`config.mk`:
```
export PLATFORM = sky130hd
export DESIGN_NAME = wake_device_flat
export DESIGN_NICKNAME = d
export VERILOG_FILES = /design/src/verilog/wake_pkg.sv /design/src/verilog/idle_link.sv /design/src/verilog/wake_device.sv /design/src/flat_wrapper.sv
export VERILOG_INCLUDE_DIRS = /design/src /design/src/verilog
export SDC_FILE = /design/constraint.sdc
export NUM_CORES = 1
export LEC_CHECK = 0
export BUFFER_PORTS_ARGS = -buffer_cell sky130_fd_sc_hd__buf_2
export CAP_MARGIN = 20
export CORE_ASPECT_RATIO = 1.5
export CORE_UTILIZATION = 40
export DETAILED_ROUTE_END_ITERATION = 8
export GPL_ROUTABILITY_DRIVEN = 0
export MAX_ROUTING_LAYER = met4
export PLACE_DENSITY = 0.65
export SLEW_MARGIN = 5
export SYNTH_ARGS = -nofsm -noshare
export SYNTH_HDL_FRONTEND = slang
export SYNTH_SLANG_ARGS = --single-unit
```
`constraint.sdc`:
```
create_clock -name pclk -period 4.3 [get_ports pclk]
set_input_delay 0.86 -clock pclk [delete_from_list [all_inputs] [get_ports pclk]]
set_output_delay 0.86 -clock pclk [all_outputs]
set_load 0.02 [all_outputs]
```
`src/verilog/wake_defines.svh`:
```
/*
  constants of the idle wake-up link: parameter block layout, source bit
  positions, timer figures and the host controller register map.
  assumes inclusion by bare name from the device, host, checker and bench files.
*/
`ifndef WAKE_DEFINES_SVH
`define WAKE_DEFINES_SVH

`define IDLE_BLOCK_BYTES 16
`define IDLE_SRC_IDX 4'h2
`define IDLE_LIMIT_IDX 4'h3
`define IDLE_IVL_IDX 4'h4
`define IDLE_LAST_IDX 4'hf

`define SRC_OSC_HI 7
`define SRC_OSC_LO 6
`define SRC_RSVD 5
`define SRC_SELPIN 4
`define SRC_WAKEPIN 3
`define SRC_FIELD 2
`define SRC_TAG 1
`define SRC_TIMER 0

`define PCLK_HZ 20000000
`define SLOW_HZ_FAST 32000
`define REF_TICK_PERIODS 256
`define LIMIT_MIN 5'h01
`define LIMIT_MAX 5'h1e

`define RSEL_SOURCE 1'b0
`define RSEL_EVENT 1'b1

`define REG_CTRL 8'h00
`define REG_STATUS 8'h04
`define REG_IRQ_STATUS 8'h08
`define REG_IRQ_CLEAR 8'h0c
`define REG_IRQ_ENABLE 8'h10

`define CTRL_LIMIT_LO 8
`define CTRL_IVL_LO 16
`define CTRL_GO_IDLE 24
`define CTRL_GO_READ 25
`define CTRL_READ_SEL 26
`define CTRL_TAG_CAL 27
`define CTRL_SEL_LOW 28
`define CTRL_WAKE_LOW 29

`define IRQ_IDLE_DONE 0
`define IRQ_READ_DONE 1
`define IRQ_BITS 2

`endif

```
`src/verilog/wake_pkg.sv`:
```
/*
  types shared by both ends of the idle wake-up link.
  assumes wake_defines.svh for all numeric constants.
*/
package wake_pkg;
  typedef logic [7:0] byte_t;
  typedef logic [4:0] limit_t;
  typedef enum logic [1:0] {
    DEV_READY = 2'b00,
    DEV_RECV = 2'b01,
    DEV_WAIT = 2'b11,
    DEV_RESP = 2'b10
  } dev_state_t;
  typedef enum logic [1:0] {
    HOST_IDLE = 2'b00,
    HOST_SEND = 2'b01,
    HOST_WAIT = 2'b11,
    HOST_RDWAIT = 2'b10
  } host_state_t;
endpackage

```
`src/verilog/idle_link.sv`:
```
/*
  link between host controller and wake-up device: byte command stream,
  register read request, one-cycle response and the two wake pins.
  assumes both ends run on the same pclk.
*/
`timescale 1ns/1ps
interface idle_link;
  logic cmd_valid;
  logic cmd_ready;
  wake_pkg::byte_t cmd_byte;
  logic rd_req;
  logic rd_sel;
  logic resp_valid;
  logic resp_is_idle;
  wake_pkg::byte_t resp_byte;
  logic sel_pin_n;
  logic wake_pin_n;
  modport device (
    input cmd_valid, cmd_byte, rd_req, rd_sel, sel_pin_n, wake_pin_n,
    output cmd_ready, resp_valid, resp_is_idle, resp_byte
  );
  modport host (
    output cmd_valid, cmd_byte, rd_req, rd_sel, sel_pin_n, wake_pin_n,
    input cmd_ready, resp_valid, resp_is_idle, resp_byte
  );
endinterface

```
`src/verilog/wake_device.sv`:
```
/*
  wake-up device end: takes the sixteen-byte idle parameter block, holds
  the source register, sleeps in the wait-for-event state with a slow
  oscillator model and records the wake cause.
  assumes a host on idle_link.host and detector levels from the analogue side.
  // Contract
  // source byte is third of sixteen
  // idle stores oscillator rate and mask
  // cause register updated on leaving wait
  // cause returned in idle reply, register read
  // bits 7:6 pick 32/16/8/4 kHz
  // bit 4: low select pin wakes
  // bit 3: low wake pin wakes
  // bit 2: field detection wakes
  // bit 1: tag detection wakes
  // host sets tag bit for detection runs
  // bit 0: timeout returns to ready
  // timeout (limit+1)*(interval+2)*reference tick
  // reference tick is 256 slow periods
  // host keeps limit between 0x00 and 0x1f
  // host sets timeout bit for calibration, timer
  // reserved bit 5 written zero, ignored
*/
// Added by the designer: the register offsets and the APB register port.
`timescale 1ns/1ps
`include "wake_defines.svh"
module wake_device #(
  parameter int SLOW_DIV = `PCLK_HZ / `SLOW_HZ_FAST,
  parameter int REF_PERIODS = `REF_TICK_PERIODS
) (
  input wire logic pclk,
  input wire logic presetn,
  idle_link.device lnk,
  input wire logic field_detect,
  input wire logic tag_detect,
  output logic in_wait_state,
  output wake_pkg::byte_t source_cfg,
  output wake_pkg::byte_t wake_cause
);
  import wake_pkg::*;

  dev_state_t state_q;
  logic [3:0] idx_q;
  byte_t src_q, cause_q, limit_q, ivl_q;
  byte_t resp_q;
  logic resp_v_q, resp_idle_q;
  logic [1:0] sel_sync_q, wake_sync_q, fld_sync_q, tag_sync_q;
  logic [18:0] slow_cnt_q;
  logic [15:0] ref_cnt_q;
  byte_t ivl_cnt_q, cyc_cnt_q;
  logic slow_tick, ref_tick, ivl_done, timeout_hit;
  logic [4:0] hits;
  logic wake;

  // pins and detector levels are asynchronous to pclk
  always_ff @(posedge pclk or negedge presetn) begin
    if (!presetn) begin
      sel_sync_q <= 2'h3;
      wake_sync_q <= 2'h3;
      fld_sync_q <= 2'h0;
      tag_sync_q <= 2'h0;
    end else begin
      sel_sync_q <= {sel_sync_q[0], lnk.sel_pin_n};
      wake_sync_q <= {wake_sync_q[0], lnk.wake_pin_n};
      fld_sync_q <= {fld_sync_q[0], field_detect};
      tag_sync_q <= {tag_sync_q[0], tag_detect};
    end
  end

  function automatic logic [18:0] slow_period(input logic [1:0] code);
    // each step of the code halves the oscillator rate
    slow_period = 19'(SLOW_DIV) << code;
  endfunction

  always_comb begin
    hits = '0;
    hits[`SRC_SELPIN] = src_q[`SRC_SELPIN] & ~sel_sync_q[1];
    hits[`SRC_WAKEPIN] = src_q[`SRC_WAKEPIN] & ~wake_sync_q[1];
    hits[`SRC_FIELD] = src_q[`SRC_FIELD] & fld_sync_q[1];
    hits[`SRC_TAG] = src_q[`SRC_TAG] & tag_sync_q[1];
    hits[`SRC_TIMER] = src_q[`SRC_TIMER] & timeout_hit;
  end

  assign wake = (state_q == DEV_WAIT) && (hits != 5'h00);

  always_ff @(posedge pclk or negedge presetn) begin
    if (!presetn) begin
      state_q <= DEV_READY;
      idx_q <= 4'h0;
    end else begin
      unique case (state_q)
        DEV_READY: begin
          if (lnk.cmd_valid) begin
            state_q <= DEV_RECV;
            idx_q <= 4'h1;
          end
        end
        DEV_RECV: begin
          if (lnk.cmd_valid) begin
            idx_q <= idx_q + 4'h1;
            if (idx_q == `IDLE_LAST_IDX) begin
              state_q <= DEV_WAIT;
            end
          end
        end
        DEV_WAIT: begin
          if (wake) begin
            state_q <= DEV_RESP;
          end
        end
        DEV_RESP: state_q <= DEV_READY;
      endcase
    end
  end

  // parameter block capture; byte 0 is taken in the ready state
  always_ff @(posedge pclk or negedge presetn) begin
    if (!presetn) begin
      src_q <= 8'h00;
      limit_q <= 8'h00;
      ivl_q <= 8'h00;
    end else if (lnk.cmd_valid && state_q == DEV_RECV) begin
      if (idx_q == `IDLE_SRC_IDX) begin
        src_q <= lnk.cmd_byte & ~(8'h01 << `SRC_RSVD);
      end
      if (idx_q == `IDLE_LIMIT_IDX) begin
        limit_q <= lnk.cmd_byte;
      end
      if (idx_q == `IDLE_IVL_IDX) begin
        ivl_q <= lnk.cmd_byte;
      end
    end
  end

  // sleep timer, counted only inside the wait state
  assign slow_tick = slow_cnt_q == slow_period(src_q[`SRC_OSC_HI:`SRC_OSC_LO]) - 19'h1;
  assign ref_tick = slow_tick && (ref_cnt_q == 16'(REF_PERIODS - 1));
  assign ivl_done = ref_tick && (ivl_cnt_q == ivl_q + 8'h1);
  assign timeout_hit = ivl_done && (cyc_cnt_q == limit_q);

  always_ff @(posedge pclk or negedge presetn) begin
    if (!presetn) begin
      slow_cnt_q <= '0;
      ref_cnt_q <= '0;
      ivl_cnt_q <= 8'h00;
      cyc_cnt_q <= 8'h00;
    end else if (state_q != DEV_WAIT) begin
      slow_cnt_q <= '0;
      ref_cnt_q <= '0;
      ivl_cnt_q <= 8'h00;
      cyc_cnt_q <= 8'h00;
    end else begin
      slow_cnt_q <= slow_tick ? '0 : slow_cnt_q + 19'h1;
      if (slow_tick) begin
        ref_cnt_q <= ref_tick ? '0 : ref_cnt_q + 16'h1;
      end
      if (ref_tick) begin
        ivl_cnt_q <= ivl_done ? 8'h00 : ivl_cnt_q + 8'h1;
      end
      if (ivl_done) begin
        cyc_cnt_q <= cyc_cnt_q + 8'h1;
      end
    end
  end

  // cause keeps the rate code so software sees both in one byte
  always_ff @(posedge pclk or negedge presetn) begin
    if (!presetn) begin
      cause_q <= 8'h00;
    end else if (wake) begin
      cause_q <= {src_q[`SRC_OSC_HI:`SRC_OSC_LO], 1'b0, hits};
    end
  end

  always_ff @(posedge pclk or negedge presetn) begin
    if (!presetn) begin
      resp_v_q <= 1'b0;
      resp_idle_q <= 1'b0;
      resp_q <= 8'h00;
    end else begin
      resp_v_q <= 1'b0;
      resp_idle_q <= 1'b0;
      if (state_q == DEV_RESP) begin
        resp_v_q <= 1'b1;
        resp_idle_q <= 1'b1;
        resp_q <= cause_q;
      // rd_req stays up until the host sees the reply: answer it once only
      end else if (state_q == DEV_READY && lnk.rd_req && !lnk.cmd_valid && !resp_v_q) begin
        resp_v_q <= 1'b1;
        resp_q <= (lnk.rd_sel == `RSEL_EVENT) ? cause_q : src_q;
      end
    end
  end

  assign lnk.cmd_ready = (state_q == DEV_READY) || (state_q == DEV_RECV);
  assign lnk.resp_valid = resp_v_q;
  assign lnk.resp_is_idle = resp_idle_q;
  assign lnk.resp_byte = resp_q;
  assign in_wait_state = state_q == DEV_WAIT;
  assign source_cfg = src_q;
  assign wake_cause = cause_q;
endmodule

```
`src/flat_wrapper.sv`:
```
// flat-port wrapper written by rule: the top's interface ports become plain ports
module wake_device_flat import wake_pkg::*;
#(
  parameter int SLOW_DIV = `PCLK_HZ / `SLOW_HZ_FAST,
  parameter int REF_PERIODS = `REF_TICK_PERIODS
)
  (pclk, presetn, field_detect, tag_detect, in_wait_state, source_cfg, wake_cause, lnk_cmd_valid, lnk_cmd_byte, lnk_rd_req, lnk_rd_sel, lnk_sel_pin_n, lnk_wake_pin_n, lnk_cmd_ready, lnk_resp_valid, lnk_resp_is_idle, lnk_resp_byte);
  idle_link lnk_i ();
  input wire logic pclk;
  input wire logic presetn;
  input wire logic field_detect;
  input wire logic tag_detect;
  output logic in_wait_state;
  output wake_pkg::byte_t source_cfg;
  output wake_pkg::byte_t wake_cause;
  input wire logic [$bits(lnk_i.cmd_valid)-1:0] lnk_cmd_valid;
  input wire logic [$bits(lnk_i.cmd_byte)-1:0] lnk_cmd_byte;
  input wire logic [$bits(lnk_i.rd_req)-1:0] lnk_rd_req;
  input wire logic [$bits(lnk_i.rd_sel)-1:0] lnk_rd_sel;
  input wire logic [$bits(lnk_i.sel_pin_n)-1:0] lnk_sel_pin_n;
  input wire logic [$bits(lnk_i.wake_pin_n)-1:0] lnk_wake_pin_n;
  output wire logic [$bits(lnk_i.cmd_ready)-1:0] lnk_cmd_ready;
  output wire logic [$bits(lnk_i.resp_valid)-1:0] lnk_resp_valid;
  output wire logic [$bits(lnk_i.resp_is_idle)-1:0] lnk_resp_is_idle;
  output wire logic [$bits(lnk_i.resp_byte)-1:0] lnk_resp_byte;
  assign lnk_i.cmd_valid = lnk_cmd_valid;
  assign lnk_i.cmd_byte = lnk_cmd_byte;
  assign lnk_i.rd_req = lnk_rd_req;
  assign lnk_i.rd_sel = lnk_rd_sel;
  assign lnk_i.sel_pin_n = lnk_sel_pin_n;
  assign lnk_i.wake_pin_n = lnk_wake_pin_n;
  assign lnk_cmd_ready = lnk_i.cmd_ready;
  assign lnk_resp_valid = lnk_i.resp_valid;
  assign lnk_resp_is_idle = lnk_i.resp_is_idle;
  assign lnk_resp_byte = lnk_i.resp_byte;
  wake_device #(.SLOW_DIV(SLOW_DIV), .REF_PERIODS(REF_PERIODS)) u_core (.pclk(pclk), .presetn(presetn), .lnk(lnk_i), .field_detect(field_detect), .tag_detect(tag_detect), .in_wait_state(in_wait_state), .source_cfg(source_cfg), .wake_cause(wake_cause));
endmodule
```
==> results.cfg, run 1 <==
[yosys]
ys_types = 54
synth_top_family_by_area = simple AND/OR/NAND/NOR gates
synth_flop_cell = dfrtp_1
yosysSeqAreaShare_pct = 48.7
yosys_warnings = 0
yosys.area_share.adder_pct = 3.50
yosys.area.top_type_share_pct = 46.7
synth-xor-area-share_pct = 10.4
synth_seq_cells = 104
synth_cells = 517
synth_top_area_cell = dfrtp_1
synth_compound_area_share_pct = 9.18
syn-cell-area_mm2 = 0.00536
async_flop_share_pct = 100
synth-edff-count = 0
synthMuxAreaShare_pct = 6.35
yosys.area_share.simple_pct = 19.0
synth_area_leaders = dfrtp_1 (47%), xnor2_1 (7.2%), mux2_2 (5.0%)
synth.avg_cell_area_um2 = 10.4

[timing]
worst_pin_slew_ns = 0.861
layout_min_cycle_time_ns = 3.17
setup_viol = 0
relSlewSlack_pct = 42.4
hold_viol_final = 0
finalCritPeriodShare_pct = 73.7
fin_skew_ns = 0.0121
rsz0062_at_grt = no
max_freq_ghz = 0.316
drv_slew = 0
setup_tns_ns = 0

[global_route]
grt_max_degree = 87
grt_pass1_wl_mm = 20.1
grt_pass1_vias = 4084
grt_overflow = 0
globalRouteTotalUtil_pct = 19.3
grt_antenna_before_repair = 0

[power]
comb_power_share_pct = 30.8
switching_share_pct = 37.3
pwr-share-seq_pct = 42.7
p_int_mw = 2.02
clkPwrFrac_pct = 26.5
p_switching_mw = 1.20
p_per_area_mw_per_mm2 = 533
ir_drop_mv = 0.340
p_leak_nw = 2.60

[setup_path]
crit_chain = ha_1, inv_1, ha_1, xor2_1, nand3_1, or4_4, nand2_1, o21ai_0, o2bb2ai_1
timing.rr.start = u_core.source_cfg[7]
r2r_setup_slack_ns = 1.13
slowest_delay_ns = 0.72
worst-setup-path-type = flop to flop
cp.arrival_ns = 3.40
cp_max_fo = 20
cp-start-kind = flop
required_ns = 4.53
endpoint = u_core.ref_cnt_q[11]
startpoint = u_core.source_cfg[7]
rr_worst_depth = 9
crit_slowest_cell = or4_4
endpoint_kind = flop
r2r-end = u_core.ref_cnt_q[11]
cp_common_cell = ha_1

[die]
coreArea_mm2 = 0.0130
die_area_mm2 = 0.0139
io_pins = 45
die_w_um = 96.5
rows = 51
start_util_pct = 41.1
fp.dieH_um = 144

[detailed_routing]
drt-initial-drc-count = 145
drc = 0
routed_wl_mm = 11.6
wl_per_cell_um = 16.1
dr.pass1.iters = 4
viasPerCell = 5.44
vias = 3923
ant_nets = 0

[placement]
portBuffers = 41
dp_hpwl_mm = 8.40
placed_cells = 704

[cells_and_area]
n_antenna_cell = 0
fin_nets = 589
layout-drive-gt1-share_pct = 18.3
final_cells = 721
syn_to_final_growth_pct = 13.0

[worst_hold_path]
hold_path.class = flop to flop

[clocking]
cts_max_path_buffers = 2
clk_latency_ns = 0.35
ctsHoldBuffers = 0
clk_pin_slew_ns = 0.08
clkSinkCount = 104
cts-buffers-inserted = 9
cts_resized = 0
cts_tree = yes
post_cts_buffers = 0
cts_root_buf = clkbuf_16
h-tree-depth = 3

[job]
drv_cap = 0

[outcome]
status = complete, no violations
[power by group through the flow]
stage / Clock (mW) / Sequential (mW) / Combinational [mW]
6_report: 0.854 / 1.38 / 0.992
3_5_place_dp: 0 / 1.40 / 1.00
3_3_place_gp: 0 / 1.39 / 0.975
4_1_cts: 0.879 / 1.38 / 1.01
2_1_floorplan: 0 / 1.43 / 0.649
5_1_grt: 0.914 / 1.41 / 1.11
[metal layers]
layer  track usage [%]  vias to the layer above  share of wire (%)
met5                 -                        -                  0
met4              7.59                        0                1.7
met3              2.38                       14                1.9
met2              33.2                       55                 55
met1              22.6                     1955                 41
li1                  -                     1899                  -
[Yosys cell counts (2+ instances only)]
library cell and instances:
o311ai_0 2, o21ai_1 2, xor2_1 17, or2_2 2, dfstp_2 4, nor4_1 5, mux2i_1 7, mux2_2 24
and3_1 6, o211ai_1 7, or3_1 2, a211oi_1 6, nor3_1 11, nand4_1 19, a31oi_1 2, o32a_1 2
nand2_1 49, or4_1 5, o21ai_0 22, nor2_2 3, and2_1 6, a21oi_1 8, nand2b_1 6, and4_1 7
clkbuf_1 12, ha_1 15, xnor2_1 44, buf_2 2, inv_1 13, o41ai_1 2, buf_4 4, a2111oi_2 3
dfrtp_1 100, a22o_1 3, nor2_1 55, nand3_1 22
[cells by family after synthesis]
family / Yosys count
buffers and inverters: 33
adders and majority gates: 15
xor gates and xnor gates: 62
AOI/OAI and AO/OA: 68
muxes: 31
and+or+nand+nor: 203
DFF: 104
other: 1
[cells in the final DEF (no fill, tap or decap), drive strengths merged, types with 2 or more instances in the layout]
cell type,count
a2111oi,4
a211oi,6
a21oi,8
a22o,3
a31oi,2
and2,6
and3,6
and4,7
buf,47
clkbuf,9
clkinv,4
conb,3
dfrtp,100
dfstp,4
ha,15
inv,15
mux2,24
mux2i,7
nand2,49
nand2b,6
nand3,22
nand4,19
nor2,58
nor3,11
nor4,6
o211ai,7
o21ai,24
o311ai,2
o32a,2
o41ai,2
or2,2
or3,2
or4,6
xnor2,44
xor2,17
[how the worst min path moves through the flow]
| stage | from | to | slack, ns | cells past startpoint |
|---|---|---|---|---|
| global route | u_core.fld_sync_q[0] | u_core.fld_sync_q[1] | 0.37 | 0 |
| finish | u_core.tag_sync_q[0] | u_core.tag_sync_q[1] | 0.36 | 0 |
| CTS | u_core.tag_sync_q[0] | u_core.tag_sync_q[1] | 0.36 | 0 |
| detailed placement | u_core.tag_sync_q[0] | u_core.tag_sync_q[1] | 0.34 | 0 |
| global placement | u_core.fld_sync_q[0] | u_core.fld_sync_q[1] | 0.33 | 0 |
| floorplan | u_core.fld_sync_q[0] | u_core.fld_sync_q[1] | 0.33 | 0 |
[final cells by class]
cell class / count / area [µm²]
fill: 1244 / 6970
sequential: 104 / 2610
multi-input combinational: 382 / 2610
timing repair buffer: 47 / 273
clock buffer: 9 / 225
tap: 159 / 199
clock inverter: 7 / 90.1
inverter: 13 / 48.8
[metrics by stage]
stage | hold WS [ns] | util, % | setup WS, ns | instance area [µm²] | total power [mW]
after floorplan | 0.331 | - | 1.47 | 5360 | 2.08
after global placement | 0.335 | 43.8 | 1.21 | 5710 | 2.36
after detailed placement | 0.344 | 43.8 | 1.12 | 5710 | 2.40
after CTS | 0.362 | 46.3 | 1.11 | 6020 | 3.26
after global routing | 0.368 | 46.5 | 0.850 | 6050 | 3.44
final | 0.358 | 46.5 | 1.13 | 6050 | 3.22
[sequential cells by signal, indices dropped and copies added (netlist names), 4 cells and up]
signal	cells
u_core.lnk.resp_byte	7
u_core.ref_cnt_q	16
u_core.ivl_q	8
u_core.limit_q	8
u_core.source_cfg	7
u_core.slow_cnt_q	19
u_core.idx_q	4
u_core.ivl_cnt_q	8
u_core.wake_cause	7
u_core.cyc_cnt_q	8
[critical path, delay by kind of cell, from the launching register on]
| kind | cells | cell delay (ns) |
|---|---|---|
| xor+xnor | 1 | 0.15 |
| compound gates | 2 | 0.36 |
| buf+inv | 1 | 0.05 |
| fa+ha+maj | 2 | 0.54 |
| simple gates | 3 | 1.40 |
| flops | 1 | 0.56 |
No activity file was read; power rests on OpenSTA's default activity.
==> run 2, diff against run 1 <==
Settings changed: PLACE_DENSITY 0.65 to 0.67.
Clock period 4.3 ns to 2.85 ns, I/O delays scaled along.
==> run 2 against run 1 <==
Compared with the run above:
- die area stayed put
- flip-flop and latch count stayed put
- power is 52% higher
- wire length is 1.7% higher
- clock-buffer cell count stayed put
- sequential power is 49% higher
- largest cell class is now multi-input gates
- highest routed layer unchanged
==> results.cfg, run 2 (synthesis results as in run 1) <==
[outcome]
status = complete, no violations

[die]
fp.dieH_um = 144
die_w_um = 96.5
coreArea_mm2 = 0.0130
io_pins = 45
rows = 51
die_area_mm2 = 0.0139
start_util_pct = 41.1

[setup_path]
slowest_delay_ns = 0.71
rr_worst_depth = 8
startpoint = u_core.source_cfg[6]
cp.arrival_ns = 3.02
crit_slowest_cell = or4_4
cp_common_cell = ha_1
required_ns = 3.10
endpoint_kind = flop
timing.rr.start = u_core.source_cfg[6]
worst-setup-path-type = flop to flop
cp-start-kind = flop
r2r_setup_slack_ns = 0.07
endpoint = u_core.ref_cnt_q[15]
cp_max_fo = 20
crit_chain = ha_1, ha_1, xor2_1, nand3_1, or4_4, a2111oi_2, xnor2_1, nor2_2
r2r-end = u_core.ref_cnt_q[15]

[cells_and_area]
n_fill_cell = 1262
multi_input_area_mm2 = 0.00262
largest_reg_flops = 19
fin_nets = 598
layout-drive-gt1-share_pct = 19.8
top_register = u_core.slow_cnt_q
regArea_mm2 = 0.00261
stdcell_area_mm2 = 0.00611
n_antenna_cell = 0
syn_to_final_growth_pct = 14.0
final_cells = 730
utilization_pct = 46.9
most-common-layout-cells = dfrtp_1 (100), nor2_1 (54), nand2_1 (49), xnor2_1 (44), buf_2 (40)
largest_registers = u_core.slow_cnt_q: 19 flops, u_core.ref_cnt_q: 16 flops
final_common_cell = dfrtp_1

[timing]
setup_viol = 0
fin_skew_ns = 0.00885
worst_pin_slew_ns = 0.879
setup_ws_ns = 0.0736
relSlewSlack_pct = 41.2
hold_viol_final = 0
finalCritPeriodShare_pct = 97.4
drv_slew = 0
layout_min_cycle_time_ns = 2.78
rsz0062_at_grt = yes
max_freq_ghz = 0.360

[power]
power_mw = 4.89
ir_drop_mv = 0.690
comb_power_share_pct = 32.6
clkPwrFrac_pct = 25.3
p_switching_mw = 1.87
switching_share_pct = 38.2
pwr-share-seq_pct = 42.1
p_leak_nw = 2.64
p_int_mw = 3.02
p_per_area_mw_per_mm2 = 802

[clocking]
clk_latency_ns = 0.35
h-tree-depth = 3
clk_pin_slew_ns = 0.08
cts_tree = yes
ctsHoldBuffers = 0
cts-buffers-inserted = 9
cts_root_buf = clkbuf_16
cts_max_path_buffers = 2
clkSinkCount = 104

[detailed_routing]
dr.pass1.iters = 4
drc = 0
wl_per_cell_um = 16.1
routed_wl_mm = 11.8
viasPerCell = 5.42
vias = 3955
drt-initial-drc-count = 211
ant_nets = 0

[global_route]
grt_max_degree = 42
grt_pass1_wl_mm = 19.8
globalRouteTotalUtil_pct = 19.2
grt_antenna_before_repair = 0
grt_pass1_vias = 4090
grt_overflow = 0

[job]
drv_cap = 0

[placement]
dp_hpwl_mm = 8.77
placed_cell_area_mm2 = 0.00580
place_worst_setup_slack_ns = 0.0416
portBuffers = 41
placed_cells = 714

[worst_hold_path]
hold_path.class = primary input to asynchronous set/reset pin
run 2: final cells by class:
cell class                 count  area share (%)
multi-input combinational    382            43.0
timing repair buffer          56            5.45
clock buffer                   9            3.69
tap                          159            3.26
sequential                   104            42.7
clock inverter                 7            1.15
inverter                      13           0.799
run 2: critical path: cells and delay by family (launching register included):
kind            cells  cell delay, ns
simple gates        3            0.90
fa+ha+maj           2            0.56
compound gates      1            0.45
flops               1            0.43
xor+xnor            2            0.33
run 2: power by group through the flow:
stage          Clock, mW  Sequential, mW  Combinational (mW)
3_3_place_gp           0            2.08                1.56
3_5_place_dp           0            2.09                1.61
6_report            1.24            2.06                1.60
5_1_grt             1.32            2.11                1.77
4_1_cts             1.26            2.06                1.61
2_1_floorplan          0            2.16               0.980
run 2: per-stage QoR:
step | hold WS, ns | TNS [ns]
6_report | 0.198 | 0
5_1_grt | 0.247 | -0.239
4_1_cts | 0.228 | 0
3_5_place_dp | 0.336 | 0
3_3_place_gp | 0.335 | 0
2_1_floorplan | 0.274 | 0
run 2: worst min-delay path by stage:
stage                                    start                   end  slack [ns]  cells after the start
after floorplan                        presetn   u_core.cyc_cnt_q[0]        0.27                      0
after global placement    u_core.tag_sync_q[0]  u_core.tag_sync_q[1]        0.33                      0
after detailed placement  u_core.fld_sync_q[0]  u_core.fld_sync_q[1]        0.34                      0
after CTS                              presetn   u_core.ref_cnt_q[5]        0.23                      1
after global routing                   presetn   u_core.ref_cnt_q[5]        0.25                      1
final                                  presetn   u_core.ref_cnt_q[5]        0.20                      1
run 2: metal layers:
metal	global-route usage, %	up-vias	routed length, µm	share of wire (%)
li1	-	1917	-	-
met1	22.0	1973	4890	42
met2	33.4	54	6460	55
met3	2.28	11	241	2.0
met4	7.74	0	191	1.6
met5	-	-	0	0
run 2: what timing repair did:
| item | CTS | global route |
|---|---|---|
| endpoints found under the setup margin | 0 | 7 |
| resized for setup | 0 | 3 |
| buffers inserted | 0 | 0 |
